`src/core/cmmc_pkg.sv`:
```
// Shared constants for the CAN module mode control block
package cmmc_pkg;
  // ----------------------------------------------------------------
  // Register map (byte addresses, one aligned word each)
  // ----------------------------------------------------------------
  localparam logic [7:0] ADDR_CTRL = 8'h00; // Module control register
  localparam logic [7:0] ADDR_STAT = 8'h04; // Pending-request status
  localparam logic [31:0] CTRL_RESET = 32'h0000_0000;
  // ----------------------------------------------------------------
  // Control register read layout
  // ----------------------------------------------------------------
  localparam int RX_BIT = 9;      // Reception in progress
  localparam int TX_BIT = 8;      // Transmission in progress
  localparam int ERROR_COUNTER_CLEAR_BIT = 7;   // Error counter clear
  localparam int AL_BIT = 6;      // Retry after arbitration loss
  localparam int VALID_BIT = 5;   // Valid frame seen
  localparam int PS_LSB = 3;      // Power-save field, 2 bits
  localparam int OPM_LSB = 0;     // Operation-mode field, 3 bits
  localparam int SET_OFS = 8;     // Set control sits this far above clear
  // Status register layout
  localparam int SLP_PEND_BIT = 0;
  localparam int INIT_PEND_BIT = 1;
  // ----------------------------------------------------------------
  // Mode encodings
  // ----------------------------------------------------------------
  localparam logic [1:0] PS_NONE = 2'h0;
  localparam logic [1:0] PS_SLEEP = 2'h1;
  localparam logic [1:0] PS_BAD = 2'h2;
  localparam logic [1:0] PS_STOP = 2'h3;
  localparam logic [2:0] OPM_INIT = 3'h0;
  localparam logic [2:0] OPM_NORMAL = 3'h1;
  localparam logic [2:0] OPM_ABT = 3'h2;
  localparam logic [2:0] OPM_RXONLY = 3'h3;
  localparam logic [2:0] OPM_SINGLE = 3'h4;
  localparam logic [2:0] OPM_SELFTEST = 3'h5;
  localparam logic [2:0] OPM_LAST = 3'h5; // Codes above are prohibited
  // AXI responses
  localparam logic [1:0] RESP_OKAY = 2'h0;
  localparam logic [1:0] RESP_SLVERR = 2'h2;
endpackage

```
`src/core/cmmc_regbus_if.sv`:
```
// Register access strobes between the bus slave and the control logic
`timescale 1ns/100ps
`default_nettype none
interface cmmc_regbus_if #(parameter int ADDR_W = 8);
  logic wr_en;               // One-cycle write strobe
  logic [ADDR_W-1:0] wr_addr;
  logic [31:0] wr_data;
  logic [3:0] wr_strb;
  logic wr_err;              // Unmapped write address
  logic [ADDR_W-1:0] rd_addr;
  logic [31:0] rd_data;      // Combinational read data
  logic rd_err;              // Unmapped read address
  modport slv (output wr_en, wr_addr, wr_data, wr_strb, rd_addr,
               input wr_err, rd_data, rd_err);
  modport regs (input wr_en, wr_addr, wr_data, wr_strb, rd_addr,
                output wr_err, rd_data, rd_err);
endinterface // cmmc_regbus_if
`default_nettype wire

```
`src/core/cmmc_top.sv`:
```
// CAN module mode and status control with its AXI4-Lite register port
`timescale 1ns/100ps
`default_nettype none
module cmmc_top #(parameter int ADDR_W = 8) (
  input wire logic aclk,
  input wire logic aresetn,
  input wire logic [ADDR_W-1:0] s_axi_awaddr,
  input wire logic s_axi_awvalid,
  output logic s_axi_awready,
  input wire logic [31:0] s_axi_wdata,
  input wire logic [3:0] s_axi_wstrb,
  input wire logic s_axi_wvalid,
  output logic s_axi_wready,
  output logic [1:0] s_axi_bresp,
  output logic s_axi_bvalid,
  input wire logic s_axi_bready,
  input wire logic [ADDR_W-1:0] s_axi_araddr,
  input wire logic s_axi_arvalid,
  output logic s_axi_arready,
  output logic [31:0] s_axi_rdata,
  output logic [1:0] s_axi_rresp,
  output logic s_axi_rvalid,
  input wire logic s_axi_rready,
  input wire logic tx_sof_i,          // Start-of-frame of own transmit frame
  input wire logic rx_sof_i,          // Start-of-frame of a receive frame
  input wire logic arb_loss_i,        // Arbitration lost in own frame
  input wire logic bus_off_i,         // Entering bus-off
  input wire logic ifs_first_bit_i,   // First interframe-space bit
  input wire logic ifs_second_rec_i,  // Recessive at second interframe bit
  input wire logic valid_frame_i,     // Valid message frame received
  input wire logic bus_idle_i,        // Bus idle
  output logic [2:0] op_mode_o,       // Operation mode in effect
  output logic [1:0] power_save_o,    // Power-save mode in effect
  output logic err_clear_o,           // Clear error counter and info regs
  output logic retx_on_arb_loss_o,    // Retry after arbitration loss
  output logic ack_drive_en_o         // Engine may drive acknowledge
);
  if (ADDR_W < 8 || ADDR_W > 32) begin : g_chk
    $error("cmmc_top: ADDR_W must lie between 8 and 32");
  end

  cmmc_regbus_if #(.ADDR_W(ADDR_W)) rb ();

  cmmc_axil_slave #(.ADDR_W(ADDR_W)) u_slave (
    .aclk(aclk), .aresetn(aresetn),
    .awaddr(s_axi_awaddr), .awvalid(s_axi_awvalid), .awready(s_axi_awready),
    .wdata(s_axi_wdata), .wstrb(s_axi_wstrb), .wvalid(s_axi_wvalid),
    .wready(s_axi_wready), .bresp(s_axi_bresp), .bvalid(s_axi_bvalid),
    .bready(s_axi_bready), .araddr(s_axi_araddr), .arvalid(s_axi_arvalid),
    .arready(s_axi_arready), .rdata(s_axi_rdata), .rresp(s_axi_rresp),
    .rvalid(s_axi_rvalid), .rready(s_axi_rready), .rb(rb.slv)
  );

  // ----------------------------------------------------------------
  // State
  // ----------------------------------------------------------------
  logic tx_q;          // Transmission in progress
  logic rx_q;          // Reception in progress
  logic error_counter_clear_q;       // Error counter clear request
  logic al_q;          // Retry after arbitration loss
  logic valid_q;       // Valid frame seen
  logic [1:0] ps_q;    // Power-save mode in effect
  logic slp_pend_q;    // Sleep requested, waiting for idle bus
  logic [2:0] opm_q;   // Operation mode in effect
  logic init_pend_q;   // Init requested, waiting for frame gap

  // ----------------------------------------------------------------
  // Write decode
  // ----------------------------------------------------------------
  logic ctrl_wr;
  logic [7:0] set_b;
  logic [7:0] clr_b;
  logic [2:0] opm_wr;
  logic [1:0] ps_wr;
  logic ps_touch;
  logic opm_take;
  logic enter_init;
  logic [2:0] al_wr;   // Retry control after the pair is applied, bit 0 used

  // Per-bit pair: set-only sets, clear-only clears, else keep
  function automatic logic [2:0] setclr(input logic [2:0] cur,
                                        input logic [2:0] s,
                                        input logic [2:0] c);
    setclr = (s & ~c) | (cur & ~(c & ~s));
  endfunction

  assign ctrl_wr = rb.wr_en && ({rb.wr_addr[7:2], 2'b00} == cmmc_pkg::ADDR_CTRL);
  // Lanes not strobed count as all-zero controls, so they change nothing
  assign set_b = rb.wr_strb[1] ? rb.wr_data[15:8] : 8'h00;
  assign clr_b = rb.wr_strb[0] ? rb.wr_data[7:0] : 8'h00;
  assign opm_wr = setclr(opm_q, set_b[2:0], clr_b[2:0]);
  assign ps_wr = 2'(setclr({1'b0, ps_q}, {1'b0, set_b[4:3]}, {1'b0, clr_b[4:3]}));
  assign ps_touch = |(set_b[4:3] ^ clr_b[4:3]);
  // A function result cannot be bit-selected, so the pair lands in a net first
  assign al_wr = setclr({2'b00, al_q}, {2'b00, set_b[cmmc_pkg::AL_BIT]},
                        {2'b00, clr_b[cmmc_pkg::AL_BIT]});
  // Mode field is locked outside no-power-save and bad codes are dropped
  assign opm_take = ctrl_wr && (ps_q == cmmc_pkg::PS_NONE)
                    && (opm_wr <= cmmc_pkg::OPM_LAST);
  // A pending init waits for a frame gap so no frame is cut short
  assign enter_init = init_pend_q && !opm_take && (ifs_first_bit_i || bus_idle_i);

  assign rb.wr_err = rb.wr_en && !ctrl_wr &&
                     ({rb.wr_addr[7:2], 2'b00} != cmmc_pkg::ADDR_STAT);

  // ----------------------------------------------------------------
  // Operation mode
  // ----------------------------------------------------------------
  // Leaving init is immediate, entering it waits for the frame gap
  always_ff @(posedge aclk) begin
    if (!aresetn) begin
      opm_q <= cmmc_pkg::OPM_INIT;
      init_pend_q <= 1'b0;
    end else if (opm_take) begin
      if (opm_wr == cmmc_pkg::OPM_INIT && opm_q != cmmc_pkg::OPM_INIT) begin
        init_pend_q <= 1'b1;
      end else begin
        opm_q <= opm_wr;
        init_pend_q <= 1'b0;
      end
    end else if (enter_init) begin
      opm_q <= cmmc_pkg::OPM_INIT;
      init_pend_q <= 1'b0;
    end
  end

  // ----------------------------------------------------------------
  // Power-save mode
  // ----------------------------------------------------------------
  // Stop is only reached from sleep and only left to sleep
  always_ff @(posedge aclk) begin
    if (!aresetn) begin
      ps_q <= cmmc_pkg::PS_NONE;
      slp_pend_q <= 1'b0;
    end else if (ctrl_wr && ps_touch) begin
      unique case (ps_q)
        cmmc_pkg::PS_NONE: begin
          // Sleep pends until the bus is idle; a clear cancels it
          if (ps_wr == cmmc_pkg::PS_SLEEP) begin
            slp_pend_q <= 1'b1;
          end else if (ps_wr == cmmc_pkg::PS_NONE) begin
            slp_pend_q <= 1'b0;
          end
        end
        cmmc_pkg::PS_SLEEP: begin
          if (ps_wr == cmmc_pkg::PS_NONE || ps_wr == cmmc_pkg::PS_STOP) begin
            ps_q <= ps_wr;
          end
        end
        cmmc_pkg::PS_STOP: begin
          if (ps_wr == cmmc_pkg::PS_SLEEP) begin
            ps_q <= ps_wr;
          end
        end
        default: begin
          ps_q <= cmmc_pkg::PS_NONE;
        end
      endcase
    end else if (slp_pend_q && bus_idle_i) begin
      ps_q <= cmmc_pkg::PS_SLEEP;
      slp_pend_q <= 1'b0;
    end
  end

  // ----------------------------------------------------------------
  // Transmit and receive status
  // ----------------------------------------------------------------
  // A start-of-frame in the clearing cycle wins over the clear
  always_ff @(posedge aclk) begin
    if (!aresetn) begin
      tx_q <= 1'b0;
    end else if (tx_sof_i) begin
      tx_q <= 1'b1;
    end else if (bus_off_i || arb_loss_i || ifs_second_rec_i || enter_init) begin
      tx_q <= 1'b0;
    end
  end

  // Reception is busy from its start or after losing arbitration
  always_ff @(posedge aclk) begin
    if (!aresetn) begin
      rx_q <= 1'b0;
    end else if (rx_sof_i || arb_loss_i) begin
      rx_q <= 1'b1;
    end else if (ifs_second_rec_i || enter_init) begin
      rx_q <= 1'b0;
    end
  end

  // ----------------------------------------------------------------
  // Error counter clear
  // ----------------------------------------------------------------
  // Accepted only while init is in effect, also in the write leaving it
  always_ff @(posedge aclk) begin
    if (!aresetn) begin
      error_counter_clear_q <= 1'b0;
    end else if (ctrl_wr && set_b[cmmc_pkg::ERROR_COUNTER_CLEAR_BIT] && clr_b[cmmc_pkg::ERROR_COUNTER_CLEAR_BIT]
                 && opm_q == cmmc_pkg::OPM_INIT) begin
      error_counter_clear_q <= 1'b1;
    end else if (error_counter_clear_q) begin
      error_counter_clear_q <= 1'b0;
    end
  end
  // Clear pulse lasts while the flag stands, one cycle per request
  assign err_clear_o = error_counter_clear_q;

  // ----------------------------------------------------------------
  // Arbitration-loss retry and valid-frame flag
  // ----------------------------------------------------------------
  always_ff @(posedge aclk) begin
    if (!aresetn) begin
      al_q <= 1'b0;
    end else if (ctrl_wr) begin
      al_q <= al_wr[0];
    end
  end

  // A frame arriving with the clear keeps the flag set
  always_ff @(posedge aclk) begin
    if (!aresetn) begin
      valid_q <= 1'b0;
    end else if (valid_frame_i) begin
      valid_q <= 1'b1;
    end else if (ctrl_wr && clr_b[cmmc_pkg::VALID_BIT]) begin
      valid_q <= 1'b0;
    end
  end

  // ----------------------------------------------------------------
  // Outputs and read mux
  // ----------------------------------------------------------------
  assign op_mode_o = opm_q;
  assign power_save_o = ps_q;
  // Other modes always retry; single-shot follows the control
  assign retx_on_arb_loss_o = (opm_q != cmmc_pkg::OPM_SINGLE) || al_q;
  assign ack_drive_en_o = (opm_q != cmmc_pkg::OPM_RXONLY) &&
                          (opm_q != cmmc_pkg::OPM_INIT);

  always_comb begin
    rb.rd_data = cmmc_pkg::CTRL_RESET;
    rb.rd_err = 1'b0;
    if ({rb.rd_addr[7:2], 2'b00} == cmmc_pkg::ADDR_CTRL) begin
      rb.rd_data[cmmc_pkg::RX_BIT] = rx_q;
      rb.rd_data[cmmc_pkg::TX_BIT] = tx_q;
      rb.rd_data[cmmc_pkg::ERROR_COUNTER_CLEAR_BIT] = error_counter_clear_q;
      rb.rd_data[cmmc_pkg::AL_BIT] = al_q;
      rb.rd_data[cmmc_pkg::VALID_BIT] = valid_q;
      rb.rd_data[cmmc_pkg::PS_LSB +: 2] = ps_q;
      rb.rd_data[cmmc_pkg::OPM_LSB +: 3] = opm_q;
    end else if ({rb.rd_addr[7:2], 2'b00} == cmmc_pkg::ADDR_STAT) begin
      rb.rd_data[cmmc_pkg::SLP_PEND_BIT] = slp_pend_q;
      rb.rd_data[cmmc_pkg::INIT_PEND_BIT] = init_pend_q;
    end else begin
      rb.rd_err = 1'b1; // Unmapped address
    end
  end
endmodule // cmmc_top
`default_nettype wire

```
`src/core/cmmc_axil_slave.sv`:
```
// AXI4-Lite slave that turns bus transfers into register strobes
`timescale 1ns/100ps
`default_nettype none
module cmmc_axil_slave #(parameter int ADDR_W = 8) (
  input wire logic aclk,
  input wire logic aresetn,
  input wire logic [ADDR_W-1:0] awaddr,
  input wire logic awvalid,
  output logic awready,
  input wire logic [31:0] wdata,
  input wire logic [3:0] wstrb,
  input wire logic wvalid,
  output logic wready,
  output logic [1:0] bresp,
  output logic bvalid,
  input wire logic bready,
  input wire logic [ADDR_W-1:0] araddr,
  input wire logic arvalid,
  output logic arready,
  output logic [31:0] rdata,
  output logic [1:0] rresp,
  output logic rvalid,
  input wire logic rready,
  cmmc_regbus_if.slv rb
);
  logic aw_full_q;             // Write address held
  logic w_full_q;              // Write data held
  logic [ADDR_W-1:0] aw_q;
  logic [31:0] wd_q;
  logic [3:0] ws_q;

  // ----------------------------------------------------------------
  // Write path
  // ----------------------------------------------------------------
  // Hold off new beats until the response has gone, one write at a time
  assign awready = !aw_full_q && !bvalid;
  assign wready = !w_full_q && !bvalid;
  assign rb.wr_en = aw_full_q && w_full_q;
  assign rb.wr_addr = aw_q;
  assign rb.wr_data = wd_q;
  assign rb.wr_strb = ws_q;

  // Address and data captured in either order
  always_ff @(posedge aclk) begin
    if (!aresetn) begin
      aw_full_q <= 1'b0;
      w_full_q <= 1'b0;
      aw_q <= '0;
      wd_q <= '0;
      ws_q <= '0;
    end else if (rb.wr_en) begin
      aw_full_q <= 1'b0;
      w_full_q <= 1'b0;
    end else begin
      if (awvalid && awready) begin
        aw_full_q <= 1'b1;
        aw_q <= awaddr;
      end
      if (wvalid && wready) begin
        w_full_q <= 1'b1;
        wd_q <= wdata;
        ws_q <= wstrb;
      end
    end
  end

  // Response raised in the cycle after the strobe
  always_ff @(posedge aclk) begin
    if (!aresetn) begin
      bvalid <= 1'b0;
      bresp <= cmmc_pkg::RESP_OKAY;
    end else if (rb.wr_en) begin
      bvalid <= 1'b1;
      bresp <= rb.wr_err ? cmmc_pkg::RESP_SLVERR : cmmc_pkg::RESP_OKAY;
    end else if (bready) begin
      bvalid <= 1'b0;
    end
  end

  // ----------------------------------------------------------------
  // Read path
  // ----------------------------------------------------------------
  assign arready = !rvalid;
  assign rb.rd_addr = araddr;

  // Data sampled at the address handshake, held until taken
  always_ff @(posedge aclk) begin
    if (!aresetn) begin
      rvalid <= 1'b0;
      rdata <= '0;
      rresp <= cmmc_pkg::RESP_OKAY;
    end else if (arvalid && arready) begin
      rvalid <= 1'b1;
      rdata <= rb.rd_err ? 32'h0000_0000 : rb.rd_data;
      rresp <= rb.rd_err ? cmmc_pkg::RESP_SLVERR : cmmc_pkg::RESP_OKAY;
    end else if (rready) begin
      rvalid <= 1'b0;
    end
  end
endmodule // cmmc_axil_slave
`default_nettype wire

```
`config.mk`:
```
export PLATFORM = sky130hd
export DESIGN_NAME = cmmc_top
export DESIGN_NICKNAME = d
export VERILOG_FILES = /design/src/core/cmmc_pkg.sv /design/src/core/cmmc_regbus_if.sv /design/src/core/cmmc_top.sv /design/src/core/cmmc_axil_slave.sv
export SDC_FILE = /design/constraint.sdc
export NUM_CORES = 1
export LEC_CHECK = 0
export BUFFER_PORTS_ARGS = -buffer_cell sky130_fd_sc_hd__buf_4
export CORE_UTILIZATION = 50
export CTS_CLUSTER_SIZE = 12
export DETAILED_ROUTE_END_ITERATION = 8
export GPL_ROUTABILITY_DRIVEN = 0
export HOLD_SLACK_MARGIN = 0.03
export PLACE_DENSITY = 0.77
export SYNTH_ARGS = -nofsm -noshare
export SYNTH_HDL_FRONTEND = slang
export SYNTH_HIERARCHICAL = 1
export SYNTH_SLANG_ARGS = --single-unit
export TNS_END_PERCENT = 10
```
`constraint.sdc`:
```
create_clock -name aclk -period 2.4 [get_ports aclk]
set_clock_uncertainty 0.1 [all_clocks]
set_input_delay 0.36 -clock aclk [delete_from_list [all_inputs] [get_ports aclk]]
set_output_delay 0.36 -clock aclk [all_outputs]
set_load 0.05 [all_outputs]
```
Word-level counts from Yosys, hierarchy flattened
Index checks and enable logic that the tools add are counted.
{ "totals": {"memories": 0, "mem_bits_ro": 0, "latch_bits": 0, "elab_cells": 151, "ram_bits": 0, "reg_bits": 78} }
{ "op_classes": {"add_sub_neg": 0, "n_div": 0, "n_bitwise": 24, "magnitude_cmp": 1, "n_mux": 37, "n_eq_ne": 14, "n_reduce_logical": 56, "n_shift": 0, "mul": 0} }
{ "ops": {"columns": ["cell", "n"], "rows": [
  ["$mux W8", 3],
  ["$logic_and A1 B1 Y1", 21],
  ["$mux W1", 21],
  ["$mux W2", 8],
  ["$reduce_bool A2 Y1", 7],
  ["$logic_not A6 Y1", 2],
  ["$mux W10", 1],
  ["$and A3 B3 Y3", 3],
  ["$mux W3", 3],
  ["$ne A3 B3 Y1 const B", 3],
  ["$not A3 Y3", 3],
  ["$logic_or A1 B1 Y1", 8],
  ["$and A2 B2 Y2", 3],
  ["$eq A6 B1 Y1 const B", 1],
  ["$logic_not A1 Y1", 6],
  ["$logic_not A3 Y1", 2],
  ["$ne A2 B2 Y1 const B", 3],
  ["$ne A6 B1 Y1 const B", 1],
  ["$not A2 Y2", 3],
  ["$pmux W2 S3", 1],
  ["$reduce_and A2 Y1", 3],
  ["$not A1 Y1", 5],
  ["$eq A2 B1 Y1 const B", 2],
  ["$eq A2 B2 Y1 const B", 2],
  ["13 further kinds", 17]
]} }

Longest topological paths before layout
Gate-level depths: netlist of run 1.
{ "logic_depth": {"depth_word": 14, "ltp_mapped": 13} }

By module
The synthesis of run 1 kept the hierarchy.
{ "modules_own_cells": {"columns": ["mod", "area_each_um2", "n_inst", "cells_each"], "rows": [
  ["cmmc_axil_slave", 3238.1, 1, 377],
  ["cmmc_top", 982.2, 1, 135]
]} }

Worst setup path before layout of run 1
OpenSTA, ideal clock, no wires.
{ "synth_path": {"path_type": "reg2out", "from": "register opm_q[2], in the netlist op_mode_o[2]", "to": "output retx_on_arb_loss_o", "stages_incl_launch_ff": 2, "t_arrival_ps": 1515, "slack_ps": 425, "n_path_buf": 0, "cell_sequence": "dfxtp_1 or4b_2"} }
{ "synth_via": {"elab_chain_len": 2} }
{ "synth_lines": {"columns": ["element", "line", "text"], "rows": [
  ["start: declaration", "cmmc_top.sv:64", "logic [2:0] opm_q;"],
  ["start signal: assignment", "cmmc_top.sv:112", "opm_q <= cmmc_pkg::OPM_INIT;"],
  ["start signal: assignment", "cmmc_top.sv:118", "opm_q <= opm_wr;"],
  ["start signal: assignment", "cmmc_top.sv:122", "opm_q <= cmmc_pkg::OPM_INIT;"],
  ["$ne A3 B3 Y1", "cmmc_top.sv:235", "assign retx_on_arb_loss_o = (opm_q != cmmc_pkg::OPM_SINGLE) || al_q;"],
  ["$logic_or A1 B1 Y1", "cmmc_top.sv:235", null],
  ["end: declaration", "cmmc_top.sv:35", "output logic retx_on_arb_loss_o,"]
]} }
Every way passes these cells.

Final worst setup path of run 1
Ends and elaborated chain as after synthesis.

==> results of run 1 <==
==> registers in the layout, summed over array words and instances, names as in the netlist, 2 cells and up <==
name	cells
u_slave/rb.wr_data	15
op_mode_o	3
u_slave/rb.wr_addr	6
power_save_o	2
u_slave/rdata	32
u_slave/rb.wr_strb	2
==> final timing paths <==
check,end,slack [ns],depth (start not counted),startpoint
worst max-delay path,retx_on_arb_loss_o,0.26,2,op_mode_o[2]
worst min-delay path,u_slave/rb.wr_data[10],0.13,3,s_axi_wdata[10]
worst max register to register,rx_q,0.37,7,u_slave/w_full_q
worst min register to register,u_slave/rdata[17],0.35,2,u_slave/rdata[17]
==> placed cells by master (no fill, tap or decap), types with 17 or more instances in the layout <==
cell type,instances
sky130_fd_sc_hd__nand2_1,74
sky130_fd_sc_hd__dfxtp_1,72
sky130_fd_sc_hd__buf_4,97
sky130_fd_sc_hd__a21oi_1,17
sky130_fd_sc_hd__conb_1,24
sky130_fd_sc_hd__a21boi_0,26
sky130_fd_sc_hd__o21ai_0,30
sky130_fd_sc_hd__nand3b_1,33
sky130_fd_sc_hd__nand3_1,34
==> worst min-delay path, stage by stage <==
cell	delay, ns
sky130_fd_sc_hd__buf_4	0.08
sky130_fd_sc_hd__nand3_1	0.05
sky130_fd_sc_hd__o21ai_0	0.06
==> layer usage <==
metal / GRT usage, % / wire length [um]
met5: 0 / 0
met4: 10.3 / 123
met3: 4.91 / 294
met2: 35.7 / 3720
met1: 26.4 / 3350
==> power breakdown <==
group          internal [mW]  total (mW)  switching (mW)
clock                  0.479       0.929           0.450
combinational          0.120       0.296           0.177
sequential              1.25        1.29          0.0347
total                   1.85        2.51           0.661
==> final cells by class <==
class,instances,area [sq um]
flip-flops and latches,73,1460
clock buffers,11,131
repair buffers,97,728
inverters,13,48.8
well taps,80,100
clock inverters,5,56.3
multi-input cells,318,1830
fillers,606,2400
==> timing repair <==
item / CTS / global route
buffers inserted: 0 / 0
setup endpoints to repair: 0 / 1
resized for setup: 0 / 1
hold buffers: 0 / 0
==> metrics.md, run 1 <==
| Metric | Value |
|---|---|
| Lkg Pwr | roughly 1.8 nW |
| Required arrival time at the worst endpoint | 1.94 ns |
| Post-route setup slack | roughly 0.26 ns |
| Total gr overflow | 0 |
| Number of clock buffers inserted by TritonCTS | 9 |
| Post-detailed-route wirelength per cell | roughly 13 um |
| Number of port buffers | 90 |
| Netlist Area Pre-Place | about 3500 sq um |
| Worst-skew pair later-pin latency | approximately 0.34 ns |
| Maximum cell stage delay along the critical path | between 0.6 and 0.7 ns |
| Half-perimeter wire length after placement | around 5300 um |
| Ordered list of cells on the worst path | or4b_2 -> buf_4 |
| Result of the run | completed |
| Starting utilization of the core area | approximately half |
| TritonCTS clock tree | done |
| Via count of the first global-routing pass | ~2,800 |
| Detailed Route WL | approximately 7500 um |
| Post-place setup slack | 0.327 ns |
| Die height | around 86 um |
| Maxcap violations | 0 |
| Cell area after placement | around 4200 sq um |
| Number of inserted diodes | 0 |
| Placeable core region | between 6000 and 7000 sq um |
| Clock tree root buffer cell | sky130_fd_sc_hd__clkbuf_8 |
| Clock net sink count | 73 |
| Worst setup EP type | primary output |
| Clock transition at path regs | roughly 0.08 ns |
| Worst-path maximum fanout | 8 |
| Number of buffers on the longest clock path | 2 |
| Count of buffer and inverter cells on the critical path | 1 |
| Crit path DAT | about 1.7 ns |
| Gr usage total | approximately 21% |
| Average size of a mapped cell | approximately 8 sq um |
| Area delta synth->final | 25.0% |
| Timing-limited maximum frequency | about 470 MHz |
| Peak ir drop on the vdd network | ~0.35 mV |
| Unrepaired setup endpoints after global routing | false |
| Tightest hold margin | ~0.13 ns |
| Worst-margin pin slew | between 0.6 and 0.7 ns |
| Number of endpoints failing setup at the final stage | 0 |
| Total of warnings raised by yosys | 6 |
| Max Slew Vio Count | 0 |
| Utilization of the core after routing | approximately 65% |
| Setup Crit Path Kind | reg2out |
| Hold WC Path Type | in2reg |
| Detailed-router iteration count before antenna repair | 4 |
| Cell Count, Final, Fillers Out | between 500 and 600 |
| Kind of cell adding the most delay to the critical path | simple AND/OR/NAND/NOR gates |
| Final routed DRC violation total | 0 |
| Std cell rows | 30 |
| Maximum number of pins on one net before global-route repair | 40 |
| Horiz. Die Dim | 85.5 um |
| Final sum of negative setup slack | 0 ns |
| Total power of the final layout | between 2 and 3 mW |
| Synthesized instance count | 425 |
| Pwr dens | roughly 580 nW/um^2 |
| Number of nets still failing antenna checks after routing | 0 |
| Iter 0 DRT Violations | between 100 and 150 |
| Number of instances in the placed design | 581 |
| Floorplan die area | between 7000 and 8000 sq um |
| First-pass GRT wire length | 12,500 um |
| Finished layout cell area | between 4000 and 5000 sq um |
| Slew HR | 55.6% |
| Maximum level of the CTS H-tree | 3 |
| Detail-routed via count per cell | between 5 and 6 |
| Crit path launch type | flop |
| Share of final-layout standard cells stronger than drive strength 1 | about a quarter |
| Share of the clock period used by the worst path | between 80% and 90% |
| Worst-path cell with the longest stage delay | sky130_fd_sc_hd__or4b_2 |
| Minimum period implied by the final worst setup slack | ~2.1 ns |
| # nets final | 585 |
| Number of placed I/O pins | between 100 and 150 |
| Vias | roughly 3,000 |
| Number of antenna violations at the first check in global routing | 0 |
| Final Hold Vio Count | 0 |
Power figures use the tool's default switching activity.
==> run 2, diff against run 1 <==
Settings changed: CORE_UTILIZATION 50 to 35, PLACE_DENSITY 0.77 to unset.
==> metrics.md, run 2 (synthesized netlist as in run 1, its figures left out) <==
| Metric | Value |
|---|---|
| Total met3 wirelength after detailed routing | 391 um (+33%) |
| Result of the run | completed |
| Minimum period implied by the final worst setup slack | 2.15 ns (+0.0159 ns) |
| Gr usage total | 16.1% (-5.4 points) |
| Worst-margin pin slew | 0.646 ns (-0.0169 ns) |
| Crit path from | op_mode_o[2] |
| Detailed Route WL | 7980 um (+6.6%) |
| Number of buffers on the longest clock path | 2 (unchanged) |
| R2R setup slack | 0.38 ns (about the same) |
| Share of the clock period used by the worst path | 89.8% (+0.66 points) |
| Clock transition at path regs | 0.08 ns (about the same) |
| Via count of the first global-routing pass | 2,846 (+3.1%) |
| Number of antenna violations at the first check in global routing | 0 (unchanged) |
| Maximum level of the CTS H-tree | 3 (unchanged) |
| Number of clock buffers inserted by TritonCTS | 9 (unchanged) |
| Post-detailed-route wirelength per cell | 12.3 um (-2.2%) |
| Utilization of the core after routing | 45.8% (-19 points) |
| Reg-to-reg endpoint | tx_q |
| Worst-skew pair later-pin latency | 0.33 ns (about the same) |
| Most frequent cells in the layout | 98 x sky130_fd_sc_hd__buf_4, 74 x sky130_fd_sc_hd__nand2_1, 73 x sky130_fd_sc_hd__dfxtp_1 |
| Setup Fix Bufs, Post-CTS | 0 (unchanged) |
| Highest metal layer with signal wires | met4 |
| Placeable core region | 9730 sq um (+44%) |
| Number of endpoints failing setup at the final stage | 0 (unchanged) |
| Std cell rows | 36 (+20%) |
| Post-route setup slack | 0.245 ns (-0.0159 ns) |
| Crit path DAT | 1.69 ns (about the same) |
| Number of inserted diodes | 0 (unchanged) |
| Peak ir drop on the vdd network | 0.279 mV (-20%) |
| Iter 0 DRT Violations | 93 (-34%) |
| Detail-routed via count per cell | 4.65 (-8.9%) |
| Final sum of negative setup slack | 0 ns (unchanged) |
| Area delta synth->final | 27.6% |
| Hold WC Path Type | in2reg |
| Setup Crit Path Kind | reg2out |
| Vias | 3,024 (-0.66%) |
| Cell area after placement | 4240 sq um (+1.8%) |
| Number of nets still failing antenna checks after routing | 0 (unchanged) |
| Crit path launch type | flop |
| Maxcap violations | 0 (unchanged) |
| Starting utilization of the core area | 35.9% (-16 points) |
| Maximum number of pins on one net before global-route repair | 44 (+10%) |
| Timing-limited maximum frequency | 464 MHz (-0.74%) |
| Launch instance of the worst register-to-register path | u_slave/w_full_q |
| Slew HR | 56.7% (+1.1 points) |
| Floorplan die area | 10,400 sq um (+42%) |
| Finished layout cell area | 4450 sq um (+2.1%) |
| Number of gates resized after CTS | 0 (unchanged) |
| Largest register FFs | 32 (unchanged) |
| Lkg Pwr | 1.79 nW (+1.0%) |
| Largest reg by FF count | u_slave/rdata |
| Total met2 wirelength after detailed routing | 3700 um (-0.54%) |
| First-pass GRT wire length | 13,200 um (+5.6%) |
| Post-place setup slack | 0.394 ns (+0.0670 ns) |
| Routed length on met1 | 3810 um (+14%) |
| Die height | 102 um (+19%) |
| Worst setup EP type | primary output |
| Worst-path maximum fanout | 8 (unchanged) |
| Total power of the final layout | 2.60 mW (+3.4%) |
| Fill cell total of the finished layout | 1,011 (+67%) |
| Count of hold buffers inserted by post-cts repair | 0 (unchanged) |
| Share of final-layout standard cells stronger than drive strength 1 | 24.5% (-0.047 points) |
| Total gr overflow | 0 (unchanged) |
| Required arrival time at the worst endpoint | 1.94 ns (about the same) |
| # nets final | 586 (+0.17%) |
| Path depth of the worst reg2reg path | 7 (unchanged) |
| Number of port buffers | 90 (unchanged) |
| Clock tree root buffer cell | sky130_fd_sc_hd__clkbuf_8 |
| Final routed DRC violation total | 0 (unchanged) |
| Number of placed I/O pins | 116 (unchanged) |
| TritonCTS clock tree | done |
| Half-perimeter wire length after placement | 5670 um (+6.9%) |
| Final Hold Vio Count | 0 (unchanged) |
| Last element of the critical path | retx_on_arb_loss_o |
| Detailed-router iteration count before antenna repair | 4 (unchanged) |
| Unrepaired setup endpoints after global routing | false |
| Horiz. Die Dim | 102 um (+19%) |
| Pwr dens | 583 nW/um^2 (+1.3%) |
| Max Slew Vio Count | 0 (unchanged) |
| Clock net sink count | 73 (unchanged) |
| Commonest non-fill, non-tap cell in the layout | sky130_fd_sc_hd__buf_4 |
-- run 2: changes by cell type in the layout (fill, tap and decap cells not counted), sizes merged --
cell and change:
clkinv -2, clkbuf +3, buf +1, clkinvlp -1
-- run 2: worst min-delay path by stage --
stage | start | to | slack [ns] | cells after the start
2_1_floorplan | u_slave/rb.wr_data[10] | u_slave/rb.wr_data[10] | 0.33 | 2
3_3_place_gp | u_slave/rdata[26] | u_slave/rdata[26] | 0.34 | 2
3_5_place_dp | u_slave/rdata[17] | u_slave/rdata[17] | 0.35 | 2
4_1_cts | s_axi_awaddr[5] | u_slave/rb.wr_addr[5] | 0.12 | 3
5_1_grt | s_axi_awaddr[5] | u_slave/rb.wr_addr[5] | 0.14 | 3
6_report | s_axi_awaddr[5] | u_slave/rb.wr_addr[5] | 0.14 | 3
-- run 2: report_power, final --
group	switching [mW]	total [mW]	internal [mW]
clock	0.444	1.01	0.566
sequential	0.0333	1.28	1.25
combinational	0.181	0.304	0.123
total	0.658	2.60	1.94
-- run 2: per-stage QoR --
step                      hold slack [ns]  instances
after global placement              0.339        635
after CTS                           0.125        651
after global routing                0.139        651
after detailed placement            0.346        635
after floorplan                     0.331        447
final                               0.140        651
-- run 2: cell type report --
cell class / count / area (sq um) / area share (%)
clock inverter: 2 / 35.0 / 0.787
tap: 133 / 166 / 3.74
sequential: 73 / 1460 / 32.8
inverter: 13 / 48.8 / 1.10
timing repair buffer: 98 / 736 / 16.5
multi-input combinational: 318 / 1830 / 41.1
clock buffer: 14 / 173 / 3.88
-- run 2: per-layer routing --
layer  global-route usage [%]  vias up
li1                         -     1575
met1                     20.3     1363
met2                     27.1       78
met3                     3.49        8
met4                     6.04        0
met5                        0        -
-- run 2: critical path, stage by stage (launching register included) --
cell and delay [ns]:
sky130_fd_sc_hd__dfxtp_1 0.52, sky130_fd_sc_hd__or4b_2 0.63, sky130_fd_sc_hd__buf_4 0.22
